## src/hdl/mdf_pkg.sv

```systemverilog
// package for the motor driver fault response block
package mdf_pkg;
   // register offsets (word index == byte address / 4 not used; byte addresses)
   localparam logic [7:0] ADDR_CTRL = 8'h00;
   localparam logic [7:0] ADDR_STATUS = 8'h04;
   localparam logic [7:0] ADDR_IRQ_STAT = 8'h08;
   localparam logic [7:0] ADDR_IRQ_CLR = 8'h0C;
   localparam logic [7:0] ADDR_IRQ_EN = 8'h10;
   localparam logic [7:0] ADDR_THRESH = 8'h14;
   localparam logic [7:0] ADDR_BRIDGE = 8'h18;
   // control register fields
   localparam int CTRL_MODE_LSB = 0;
   localparam int CTRL_TMO_EN_BIT = 4;
   localparam int CTRL_CLR_BIT = 5;
   localparam logic [31:0] CTRL_RESET = 32'h0000_0000;
   localparam logic [15:0] THRESH_RESET = 16'hFFFF;
   // status bit positions
   localparam int ST_CTRL_FAULT = 0;
   localparam int ST_DRV_FAULT = 1;
   localparam int ST_LOCK = 2;
   localparam int ST_TMO1 = 3;
   localparam int ST_TMO2 = 4;
   localparam int ST_RATE = 5;
   localparam int ST_PUMP_UV = 6;
   localparam int NUM_EVT = 7;
   // action selections of the software lock limit
   localparam logic [3:0] MODE_REPORT = 4'h8;
   // timing
   localparam int CLK_MHZ = 125;
   localparam int PD_TIMEOUT_MS = 500;
   localparam int PD_TIMEOUT_CYC = PD_TIMEOUT_MS * 1000 * CLK_MHZ;
   localparam int LOCK_RETRY_MS = 1000;
   localparam int LOCK_RETRY_CYC = LOCK_RETRY_MS * 1000 * CLK_MHZ;
   // bridge states
   typedef enum logic [2:0] {
      MDF_BR_ACTIVE,
      MDF_BR_HIZ,
      MDF_BR_RECIRC,
      MDF_BR_HS_BRAKE,
      MDF_BR_LS_BRAKE
   } mdf_bridge_t;
   // analog supply monitor levels
   typedef struct packed {
      logic motor_supply_uv;
      logic analog_reg_uv;
      logic buck_uv;
      logic pump_uv;
   } mdf_supply_t;
   // position detect activity
   typedef struct packed {
      logic ramp_active;
      logic pulse_start;
      logic current_decayed;
   } mdf_detect_t;
   // lock fault handling state
   typedef enum logic [1:0] {
      MDF_LK_IDLE,
      MDF_LK_LATCHED,
      MDF_LK_RETRY,
      MDF_LK_REPORT
   } mdf_lock_st_t;
endpackage : mdf_pkg

```

## src/hdl/mdf_fault_ctrl.sv

```systemverilog
// fault supervision and bridge response logic of the motor driver
`timescale 1ns/1ps
`default_nettype none
// How it works
// 0011b lock trip: low-side brake, latched
// lock selections: latched, retry, report, ignore
// position ramp over 500ms: hi-z, latched
// pulse before decay: hi-z, latched; code checks it only while position_detect_timeout_enable is set
// motor supply low disables bridge, pump, logic
// motor supply low resets whole device
// analog regulator low disables bridge, pump, logic
// analog regulator low resets device
// buck low turns off both buck switches
// buck low resets device
// pump low: bridge off, fault pin low
// pump low sets driver and pump flags
// pump recovery is automatic, no clear
// pump flag sticks until clear command
// latched release needs condition gone plus clear
module mdf_fault_ctrl #(
   parameter int LOCK_RETRY_CYCLES = mdf_pkg::LOCK_RETRY_CYC,
   parameter int PD_TIMEOUT_CYCLES = mdf_pkg::PD_TIMEOUT_CYC,
   parameter int CUR_W = 16
) (
   // clock and reset
   input wire logic ref_clk,
   input wire logic rst,
   // register port
   input wire logic [7:0] reg_addr,
   input wire logic [31:0] reg_wdata,
   input wire logic reg_wr,
   input wire logic reg_rd,
   output logic [31:0] reg_rdata,
   // analog monitors, asynchronous levels
   input wire mdf_pkg::mdf_supply_t supply_mon,
   input wire mdf_pkg::mdf_detect_t detect_mon,
   input wire logic [CUR_W-1:0] sense_current,
   // outputs
   output mdf_pkg::mdf_bridge_t bridge_state,
   output logic pump_enable,
   output logic buck_hs_enable,
   output logic buck_ls_enable,
   output logic logic_reset,
   output logic fault_out_n,
   output logic irq
);
   import mdf_pkg::*;

   localparam int SYNC_W = 7;

   // two-stage synchronisers for pin levels
   logic [SYNC_W-1:0] sync1_q, sync2_q;
   always_ff @(posedge ref_clk) begin
      sync1_q <= {supply_mon, detect_mon};
      sync2_q <= sync1_q;
   end
   logic mv_uv, av_uv, bk_uv, cp_uv, ramp_s, pulse_s, decayed_s;
   assign {mv_uv, av_uv, bk_uv, cp_uv, ramp_s, pulse_s, decayed_s} = sync2_q;

   // pulse start edge, taken from the second stage only
   logic pulse_d1_q;
   always_ff @(posedge ref_clk) begin
      pulse_d1_q <= rst ? 1'b0 : pulse_s;
   end
   wire pulse_rise = pulse_s & ~pulse_d1_q;

   // any supply lockout acts as a device reset
   wire dev_rst = rst | mv_uv | av_uv | bk_uv;

   // registers
   logic [31:0] ctrl_q;
   logic [CUR_W-1:0] thresh_q;
   logic [NUM_EVT-1:0] status_q, irq_st_q, irq_en_q;
   wire wr_ctrl = reg_wr & (reg_addr == ADDR_CTRL);
   wire wr_clr = reg_wr & (reg_addr == ADDR_IRQ_CLR);
   wire wr_en = reg_wr & (reg_addr == ADDR_IRQ_EN);
   wire wr_thr = reg_wr & (reg_addr == ADDR_THRESH);
   wire clear_fault_cmd = wr_ctrl & reg_wdata[CTRL_CLR_BIT];
   wire [3:0] sw_lock_action_select = ctrl_q[CTRL_MODE_LSB +: 4];
   wire position_detect_timeout_enable = ctrl_q[CTRL_TMO_EN_BIT];
   wire [CUR_W-1:0] sw_lock_current_threshold = thresh_q;

   // lock limit decode
   wire lock_trip = sense_current > sw_lock_current_threshold;
   wire mode_ignore = sw_lock_action_select[3] & sw_lock_action_select[0];
   wire mode_report = sw_lock_action_select == MODE_REPORT;
   wire mode_retry = sw_lock_action_select[3:2] == 2'b01;
   wire mode_latch = sw_lock_action_select[3:2] == 2'b00;

   // map selection bits 1:0 to a bridge state
   function automatic mdf_bridge_t lock_bridge(input logic [1:0] sel);
      unique case (sel)
         2'b00: lock_bridge = MDF_BR_HIZ;
         2'b01: lock_bridge = MDF_BR_RECIRC;
         2'b10: lock_bridge = MDF_BR_HS_BRAKE;
         2'b11: lock_bridge = MDF_BR_LS_BRAKE;
      endcase
   endfunction : lock_bridge

   // lock fault machine with retry timer
   mdf_lock_st_t lk_q;
   logic [31:0] retry_cnt_q;
   logic [1:0] lk_sel_q;
   wire retry_done = retry_cnt_q == 32'(LOCK_RETRY_CYCLES - 1);
   always_ff @(posedge ref_clk) begin
      if (dev_rst) begin
         lk_q <= MDF_LK_IDLE;
         retry_cnt_q <= 32'h0000_0000;
         lk_sel_q <= 2'h0;
      end else begin
         unique case (lk_q)
            MDF_LK_IDLE: begin
               retry_cnt_q <= 32'h0000_0000;
               lk_sel_q <= sw_lock_action_select[1:0];
               if (lock_trip & ~mode_ignore) begin
                  if (mode_latch) lk_q <= MDF_LK_LATCHED;
                  else if (mode_retry) lk_q <= MDF_LK_RETRY;
                  else if (mode_report) lk_q <= MDF_LK_REPORT;
               end
            end
            // release only when the trip is gone and clear arrives
            MDF_LK_LATCHED, MDF_LK_REPORT: begin
               if (clear_fault_cmd & ~lock_trip) lk_q <= MDF_LK_IDLE;
            end
            MDF_LK_RETRY: begin
               retry_cnt_q <= retry_cnt_q + 32'h0000_0001;
               if (retry_done) lk_q <= MDF_LK_IDLE;
            end
         endcase
      end
   end
   wire lock_active = lk_q != MDF_LK_IDLE;
   wire lock_drives = (lk_q == MDF_LK_LATCHED) | (lk_q == MDF_LK_RETRY);

   // position detect ramp timer and latched faults
   logic [31:0] ramp_cnt_q;
   logic tmo_q, rate_q;
   wire tmo_hit = position_detect_timeout_enable & ramp_s &
                  (ramp_cnt_q == 32'(PD_TIMEOUT_CYCLES - 1));
   wire rate_hit = position_detect_timeout_enable & pulse_rise & ~decayed_s;
   always_ff @(posedge ref_clk) begin
      if (dev_rst) begin
         ramp_cnt_q <= 32'h0000_0000;
         tmo_q <= 1'b0;
         rate_q <= 1'b0;
      end else begin
         // counter holds at limit while the timeout is enabled; restarts with every new ramp
         if (!ramp_s) ramp_cnt_q <= 32'h0000_0000;
         else if (!tmo_hit) ramp_cnt_q <= ramp_cnt_q + 32'h0000_0001;
         // set wins over a clear in the same cycle
         tmo_q <= tmo_hit | (tmo_q & ~(clear_fault_cmd & ~ramp_s));
         rate_q <= rate_hit | (rate_q & ~clear_fault_cmd);
      end
   end

   // status flags, sticky until clear command
   logic [NUM_EVT-1:0] st_set;
   // fault levels that the clear itself ends must not re-arm their flag in the
   // clearing cycle; a fault that persists sets the flag again one cycle later
   wire lvl_mask = ~clear_fault_cmd;
   assign st_set[ST_CTRL_FAULT] = (lock_active | tmo_q | rate_q) & lvl_mask;
   assign st_set[ST_DRV_FAULT] = cp_uv;
   assign st_set[ST_LOCK] = lock_active & lvl_mask;
   assign st_set[ST_TMO1] = tmo_hit & ramp_s;
   assign st_set[ST_TMO2] = 1'b0;
   assign st_set[ST_RATE] = rate_hit;
   assign st_set[ST_PUMP_UV] = cp_uv;
   always_ff @(posedge ref_clk) begin
      if (dev_rst) begin
         status_q <= '0;
      end else begin
         status_q <= st_set | (status_q & ~{NUM_EVT{clear_fault_cmd}});
      end
   end

   // interrupt sticky bits, enable and write-one clear
   always_ff @(posedge ref_clk) begin
      if (dev_rst) begin
         irq_st_q <= '0;
         irq_en_q <= '0;
      end else begin
         irq_st_q <= (st_set & ~status_q) |
                     (irq_st_q & ~(wr_clr ? reg_wdata[NUM_EVT-1:0] : '0));
         if (wr_en) irq_en_q <= reg_wdata[NUM_EVT-1:0];
      end
   end
   assign irq = |(irq_st_q & irq_en_q);

   // software registers
   always_ff @(posedge ref_clk) begin
      if (dev_rst) begin
         ctrl_q <= CTRL_RESET;
         thresh_q <= THRESH_RESET[CUR_W-1:0];
      end else begin
         if (wr_ctrl) ctrl_q <= reg_wdata & ~(32'h0000_0001 << CTRL_CLR_BIT);
         if (wr_thr) thresh_q <= reg_wdata[CUR_W-1:0];
      end
   end

   // bridge priority: lockouts, pump low, position faults, lock action
   mdf_bridge_t br_d;
   assign br_d = (dev_rst | cp_uv) ? MDF_BR_HIZ :
                 (tmo_q | rate_q) ? MDF_BR_HIZ :
                 lock_drives ? lock_bridge(lk_sel_q) : MDF_BR_ACTIVE;
   wire fault_d = cp_uv | tmo_q | rate_q | lock_active;
   always_ff @(posedge ref_clk) begin
      bridge_state <= br_d;
      fault_out_n <= dev_rst ? 1'b1 : ~fault_d;
      pump_enable <= ~(mv_uv | av_uv) & ~rst;
      buck_hs_enable <= ~bk_uv & ~rst;
      buck_ls_enable <= ~bk_uv & ~rst;
      logic_reset <= dev_rst;
   end

   // read data, one cycle after the strobe
   logic [31:0] rd_d;
   assign rd_d = (reg_addr == ADDR_CTRL) ? ctrl_q :
                 (reg_addr == ADDR_STATUS) ? 32'(status_q) :
                 (reg_addr == ADDR_IRQ_STAT) ? 32'(irq_st_q) :
                 (reg_addr == ADDR_IRQ_EN) ? 32'(irq_en_q) :
                 (reg_addr == ADDR_THRESH) ? 32'(thresh_q) :
                 (reg_addr == ADDR_BRIDGE) ? 32'(br_d) : 32'h0000_0000;
   always_ff @(posedge ref_clk) begin
      reg_rdata <= (reg_rd & ~rst) ? rd_d : 32'h0000_0000;
   end

   // checks
   property p_pump_fault;
      @(posedge ref_clk) disable iff (rst) cp_uv |=> !fault_out_n && bridge_state == MDF_BR_HIZ;
   endproperty
   a_pump_fault: assert property (p_pump_fault) else $error("pump low not seen");
   property p_pump_flag;
      @(posedge ref_clk) disable iff (dev_rst) cp_uv |=> status_q[ST_PUMP_UV] && status_q[ST_DRV_FAULT];
   endproperty
   a_pump_flag: assert property (p_pump_flag) else $error("pump flags not set");
   property p_pump_sticky;
      @(posedge ref_clk) disable iff (dev_rst)
         status_q[ST_PUMP_UV] && !clear_fault_cmd |=> status_q[ST_PUMP_UV];
   endproperty
   a_pump_sticky: assert property (p_pump_sticky) else $error("pump flag lost");
   property p_ls_brake;
      @(posedge ref_clk) disable iff (dev_rst)
         lk_q == MDF_LK_IDLE && lock_trip && sw_lock_action_select == 4'h3
         |=> ##1 bridge_state == MDF_BR_LS_BRAKE && !fault_out_n;
   endproperty
   a_ls_brake: assert property (p_ls_brake) else $error("no low-side brake");
   property p_latch_hold;
      @(posedge ref_clk) disable iff (dev_rst)
         lk_q == MDF_LK_LATCHED && !clear_fault_cmd |=> lk_q == MDF_LK_LATCHED;
   endproperty
   a_latch_hold: assert property (p_latch_hold) else $error("latch released");
   property p_ignore;
      @(posedge ref_clk) disable iff (dev_rst)
         lk_q == MDF_LK_IDLE && mode_ignore |=> lk_q == MDF_LK_IDLE;
   endproperty
   a_ignore: assert property (p_ignore) else $error("ignored mode acted");
   property p_rate;
      @(posedge ref_clk) disable iff (dev_rst) rate_hit |=> rate_q ##1 bridge_state == MDF_BR_HIZ;
   endproperty
   a_rate: assert property (p_rate) else $error("pulse rate fault missed");
   property p_lockout;
      @(posedge ref_clk) mv_uv |=> logic_reset && !pump_enable && bridge_state == MDF_BR_HIZ;
   endproperty
   a_lockout: assert property (p_lockout) else $error("lockout not applied");
   property p_buck;
      @(posedge ref_clk) bk_uv |=> !buck_hs_enable && !buck_ls_enable && logic_reset;
   endproperty
   a_buck: assert property (p_buck) else $error("buck not off");
   // ramp timeout latches and takes the bridge to hi-z
   property p_tmo_fault;
      @(posedge ref_clk) disable iff (dev_rst)
         tmo_hit |=> tmo_q ##1 bridge_state == MDF_BR_HIZ && !fault_out_n;
   endproperty
   a_tmo_fault: assert property (p_tmo_fault) else $error("ramp timeout missed");
   // timeout holds while the ramp runs or no clear arrives
   property p_tmo_hold;
      @(posedge ref_clk) disable iff (dev_rst)
         tmo_q && (!clear_fault_cmd || ramp_s) |=> tmo_q;
   endproperty
   a_tmo_hold: assert property (p_tmo_hold) else $error("timeout released early");
   // pulse rate fault holds until a clear
   property p_rate_hold;
      @(posedge ref_clk) disable iff (dev_rst)
         rate_q && !clear_fault_cmd |=> rate_q;
   endproperty
   a_rate_hold: assert property (p_rate_hold) else $error("rate fault released early");
   // with no fault left the bridge drives and the pin is released, no clear needed
   property p_pump_recover;
      @(posedge ref_clk) disable iff (dev_rst)
         !cp_uv && !tmo_q && !rate_q && !lock_active |=> fault_out_n && bridge_state == MDF_BR_ACTIVE;
   endproperty
   a_pump_recover: assert property (p_pump_recover) else $error("no recovery");
   // analog regulator low: bridge, pump and logic off
   property p_analog_lockout;
      @(posedge ref_clk)
         av_uv |=> logic_reset && !pump_enable && bridge_state == MDF_BR_HIZ;
   endproperty
   a_analog_lockout: assert property (p_analog_lockout) else $error("analog lockout missed");
   // buck low clears the status flags and lock state like a reset
   property p_buck_reset;
      @(posedge ref_clk)
         bk_uv |=> status_q == '0 && lk_q == MDF_LK_IDLE && logic_reset;
   endproperty
   a_buck_reset: assert property (p_buck_reset) else $error("buck reset missed");
   // motor supply low returns the registers to reset values
   property p_motor_reset;
      @(posedge ref_clk)
         mv_uv |=> ctrl_q == CTRL_RESET && thresh_q == THRESH_RESET[CUR_W-1:0] && !irq;
   endproperty
   a_motor_reset: assert property (p_motor_reset) else $error("motor reset missed");
   // retry ends once its time has run out
   property p_retry_end;
      @(posedge ref_clk) disable iff (dev_rst)
         lk_q == MDF_LK_RETRY && retry_done |=> lk_q == MDF_LK_IDLE;
   endproperty
   a_retry_end: assert property (p_retry_end) else $error("retry did not end");
   // report only: pin low, bridge keeps driving
   property p_report_pin;
      @(posedge ref_clk) disable iff (dev_rst)
         lk_q == MDF_LK_REPORT && !cp_uv && !tmo_q && !rate_q |=> !fault_out_n && bridge_state == MDF_BR_ACTIVE;
   endproperty
   a_report_pin: assert property (p_report_pin) else $error("report mode wrong");
   // a latched lock never releases while the trip persists
   property p_latch_trip;
      @(posedge ref_clk) disable iff (dev_rst)
         lk_q == MDF_LK_LATCHED && lock_trip |=> lk_q == MDF_LK_LATCHED;
   endproperty
   a_latch_trip: assert property (p_latch_trip) else $error("released with trip");
   // clear with no new event empties the event flags
   property p_clear_flags;
      @(posedge ref_clk) disable iff (dev_rst)
         clear_fault_cmd && !cp_uv && !rate_hit && !tmo_hit |=> !status_q[ST_PUMP_UV] && !status_q[ST_RATE] && !status_q[ST_TMO1];
   endproperty
   a_clear_flags: assert property (p_clear_flags) else $error("flags not cleared");
   // pump returns once motor supply and analog regulator are good
   property p_pump_on;
      @(posedge ref_clk)
         !mv_uv && !av_uv && !rst |=> pump_enable;
   endproperty
   a_pump_on: assert property (p_pump_on) else $error("pump stays off");
   c_latch: cover property (@(posedge ref_clk) lk_q == MDF_LK_LATCHED ##1 lk_q == MDF_LK_IDLE);
   c_retry: cover property (@(posedge ref_clk) lk_q == MDF_LK_RETRY && retry_done);
   c_tmo: cover property (@(posedge ref_clk) tmo_hit);
   c_pump: cover property (@(posedge ref_clk) cp_uv ##1 !cp_uv);
   c_report: cover property (@(posedge ref_clk) lk_q == MDF_LK_REPORT);
endmodule : mdf_fault_ctrl
`default_nettype wire

```

## config.mk

```make
export PLATFORM = sky130hd
export DESIGN_NAME = mdf_fault_ctrl
export DESIGN_NICKNAME = d
export VERILOG_FILES = /design/src/hdl/mdf_pkg.sv /design/src/hdl/mdf_fault_ctrl.sv
export SDC_FILE = /design/constraint.sdc
export NUM_CORES = 1
export LEC_CHECK = 0
export ABC_AREA = 1
export BUFFER_PORTS_ARGS = -buffer_cell sky130_fd_sc_hd__buf_4
export CAP_MARGIN = 30
export CORE_ASPECT_RATIO = 1.25
export CORE_MARGIN = 2
export CORE_UTILIZATION = 55
export DETAILED_ROUTE_END_ITERATION = 6
export PLACE_DENSITY_LB_ADDON = 0.05
export SLEW_MARGIN = 10
export SYNTH_ARGS = -nofsm -noshare
export SYNTH_HDL_FRONTEND = slang
export SYNTH_SLANG_ARGS = --single-unit
```

## constraint.sdc

```tcl
create_clock -name ref_clk -period 2.6 [get_ports ref_clk]
set_clock_uncertainty 0.15 [all_clocks]
set_input_delay 0.39 -clock ref_clk [delete_from_list [all_inputs] [get_ports ref_clk]]
set_output_delay 0.39 -clock ref_clk [all_outputs]
set_load 0.01 [all_outputs]
```

==> run_results.csv <==
group,metric,value,unit
final_layout,n_antenna_cell,0,
clock_network,tritoncts,"yes",
yosys,ys_top_cells_by_count,"201 x sky130_fd_sc_hd__nand2_1, 192 x sky130_fd_sc_hd__dfxtp_1, 139 x sky130_fd_sc_hd__inv_1",
global_route,globalRouteMet1Util,0.304,
hold_path,worst_hold_path_type,"primary input to register",
worst_setup_path,worst-endpoint-required,2.77,ns
pwr,swShare,0.238,
yosys,avgSynthCellArea,7.45,sq um
worst_setup_path,setup.worst_path.end_class,"register",
timing,final_hold_viol_count,0,
routing,avgViaCountPerCell,5.38,
clock_network,ctsResizeCount,0,
yosys,synth-main-ff-cell,"sky130_fd_sc_hd__dfxtp_1",
timing,final.period_utilization,0.879,
die,io_pins,108,
placed_design,dp_slack,0.302,ns
worst_setup_path,critPathArrivalTime,2.46,ns
die,die_area,16400,sq um
final_layout,final_net_count,1348,
clock_network,cts_max_path_buffers,2,
global_route,grt_overflow_total,0,
placed_design,port_buffers,107,
placed_design,gp_congestion,0.925,
pwr,p_seq_frac,0.522,
yosys,cells_after_synthesis,1137,
routing,drt_first_pass_iters,5,
yosys,ys_seq_area_frac,0.454,
clock_network,clock-root-buffer,"sky130_fd_sc_hd__clkbuf_16",
pwr,power.clock.fraction,0.446,
routing,detailedRoute.firstIterationViolations,496,
clock_network,clk_transition_reported_paths,0.07,ns
die,design.core.area,15000,sq um
die,die_height,143,um
yosys,synth_area,8470,sq um
final_layout,fillCellCount,1335,
run_status,status,"finished clean",
final_layout,areaGrowthSynthToFinish,19.7,%
die,floorplan.die.width,115,um
placed_design,place_inst,1410,
final_layout,layout-drive-gt1-share,0.159,
routing,detail-route-antenna-nets,0,
clock_network,cts_num_sinks,192,
global_route,initial_antenna_violation_count,0,
routing,routedWlPerCell,14.2,um
yosys,post-synth-top-area-cell,"sky130_fd_sc_hd__dfxtp_1",
timing,timing.max_slew.rel_slack,0.540,
timing,timing_worst_slew_pin_value,0.689,ns
global_route,globalRouteMet2Util,0.463,
yosys,asyncSetResetFlopFracSynth,0,
yosys,synthTopCellsByArea,"sky130_fd_sc_hd__dfxtp_1 45%, sky130_fd_sc_hd__nand2_1 8.9%, sky130_fd_sc_hd__a21oi_1 6.2%, sky130_fd_sc_hd__inv_1 6.2%, sky130_fd_sc_hd__o21ai_0 6.0%",
timing,fin_tns_setup,0,ns
die,floorplan.initialDensity,0.564,
placed_design,post_dp_cell_area,9490,sq um
placed_design,hpwlAfterDp,15100,um
yosys,count_of_unique_library_cells_instantiated_by_yosys,47,
yosys,synth_warnings,0,
yosys,ys_seq_elements,192,
timing,final-max-slew-violation-count,0,
timing,layout_setup_ws,0.314,ns
pwr,pwr-share-comb,0.032,
timing,period_minus_slack,2.29,ns
yosys,synth_edf_count,0,
die,fp-row-count,50,
routing,vias,7798,
global_route,global_route.usage.total,0.256,
timing,final-setup-viol-count,0,
yosys,postSynthNetCount,1230,
pwr,cellPowerDensity,559,nW/um^2
final_layout,fin_cells,1450,
flow_run,cap_viol_max_count,0,
routing,drc_errors,0,
clock_network,worstSkewPairLatency,0.44,ns
worst_setup_path,timing.critical_path.from_type,"primary input",
timing,rsz0062_at_grt,"no",
timing,achievable-frequency,437,MHz
global_route,globalRouteMet3Util,0.0407,
global_route,global_route_wire_length_before_repair,33900,um
final_layout,final_area,10100,sq um
worst_setup_path,worstSetupPathType,"primary input to register",
pwr,intPower,4330,uW
yosys,post-synth-top-area-fraction,0.454,
clock_network,cts-buffers-inserted,17,
clock_network,cts-htree-levels,4,
pwr,leakagePower,0.00402,uW
yosys,yosys.cell_count.top_type,"sky130_fd_sc_hd__nand2_1",
routing,finalWirelength,20600,um
pwr,power.switching,1350,uW
global_route,grt_most_used_layer,"met2",
worst_setup_path,critical_path_peak_fanout,15,
pwr,vdd_ir_drop_max,0.436,mV
global_route,maximum_number_of_pins_on_one_net_before_global_route_repair,51,
global_route,first_global_vias,7410,
==> flip-flops by register name, summed over array words and instances (netlist names), 16 cells and up <==
| name | flops |
|---|---|
| ctrl_q | 31 |
| ramp_cnt_q | 32 |
| reg_rdata | 32 |
| retry_cnt_q | 32 |
| sw_lock_current_threshold | 16 |
==> cells in the final DEF (no fill, tap or decap), types with 3 or more instances in the layout <==
master                            n
sky130_fd_sc_hd__inv_6            5
sky130_fd_sc_hd__o21ai_0        102
sky130_fd_sc_hd__nor2_2           5
sky130_fd_sc_hd__ha_1            26
sky130_fd_sc_hd__a22oi_1          4
sky130_fd_sc_hd__o22ai_1          4
sky130_fd_sc_hd__inv_8            3
sky130_fd_sc_hd__buf_4          123
sky130_fd_sc_hd__clkinv_4         5
sky130_fd_sc_hd__and3_1           3
sky130_fd_sc_hd__dfxtp_1        192
sky130_fd_sc_hd__a31oi_1          5
sky130_fd_sc_hd__a211oi_1         9
sky130_fd_sc_hd__o221ai_1         3
sky130_fd_sc_hd__o21ai_1          3
sky130_fd_sc_hd__nand3b_1         3
sky130_fd_sc_hd__a21oi_1        105
sky130_fd_sc_hd__nor4_1           8
sky130_fd_sc_hd__inv_2            4
sky130_fd_sc_hd__inv_1          139
sky130_fd_sc_hd__clkbuf_16       17
sky130_fd_sc_hd__o211ai_1         3
sky130_fd_sc_hd__nand2_2          9
sky130_fd_sc_hd__nor2_1         127
sky130_fd_sc_hd__nor3_2           8
sky130_fd_sc_hd__or2_2            7
sky130_fd_sc_hd__nand2_1        200
sky130_fd_sc_hd__dlygate4sd3_1    8
sky130_fd_sc_hd__nand3_1         48
sky130_fd_sc_hd__nor3_1          30
sky130_fd_sc_hd__nor2_4           6
sky130_fd_sc_hd__nand4_1         30
==> logic make-up after synthesis <==
logic type | share of synthesized area
and+or+nand+nor | 0.269
AOI/OAI and AO/OA | 0.160
DFF | 0.454
buffers and inverters | 0.0790
adders and majority gates | 0.0384
==> final cells by class <==
| class | instances | area (sq um) | area share |
|---|---|---|---|
| Clock buffer | 17 | 425 | 0.0419 |
| Clock inverter | 15 | 145 | 0.0143 |
| Inverter | 143 | 537 | 0.0529 |
| Multi-Input combinational cell | 770 | 3960 | 0.391 |
| Sequential cell | 192 | 3840 | 0.379 |
| Tap cell | 182 | 228 | 0.0224 |
| Timing Repair Buffer | 131 | 1000 | 0.0989 |
==> worst max-delay path, stage by stage <==
cell and delay [ns]:
sky130_fd_sc_hd__dlygate4sd3_1 0.53, sky130_fd_sc_hd__buf_4 0.15, sky130_fd_sc_hd__nor3_2 0.24, sky130_fd_sc_hd__nand2_2 0.11
sky130_fd_sc_hd__buf_4 0.22, sky130_fd_sc_hd__nor2_1 0.14, sky130_fd_sc_hd__nand3_1 0.12, sky130_fd_sc_hd__a22oi_1 0.19
sky130_fd_sc_hd__nand3_1 0.09, sky130_fd_sc_hd__o21ai_1 0.18, sky130_fd_sc_hd__nand2_1 0.08
==> power by group through the flow <==
stage	logic [uW]	clock network [uW]	registers (uW)
2_1_floorplan	57.4	0	3030
3_3_place_gp	170	0	3030
3_5_place_dp	172	0	3030
4_1_cts	182	2560	2960
5_1_grt	199	2690	2960
6_report	182	2530	2960
==> path summary, 6_finish.rpt <==
kind	startpoint	endpoint	slack, ns	depth (start not counted)
setup reg to reg	lk_q[0]	retry_cnt_q[29]	0.42	11
hold reg to reg	sync1_q[5]	sync2_q[5]	0.18	0
hold / removal	reg_wdata[12]	sw_lock_current_threshold[12]	0.03	3
setup / recovery	rst	reg_rdata[0]	0.31	11
==> layer usage <==
metal | wire, um | part of all wire | vias up
li1 | - | - | 4018
met1 | 8780 | 0.43 | 3575
met2 | 10500 | 0.51 | 168
met3 | 800 | 0.039 | 37
met4 | 468 | 0.023 | 0
met5 | 0 | 0 | -
==> through the flow <==
stage / power, uW / util / hold slack (ns)
final: 5670 / 0.676 / 0.0251
after global routing: 5850 / 0.676 / 0.0321
after CTS: 5700 / 0.676 / 0.0232
after detailed placement: 3200 / 0.632 / 0.162
after global placement: 3200 / 0.632 / 0.160
after floorplan: 3090 / - / 0.160
==> timing repair <==
item | CTS | global route
setup buffers | 0 | 0
endpoints found under the hold margin | 9 | 0
hold buffers | 8 | 0
(Power assumes the default switching activity.)
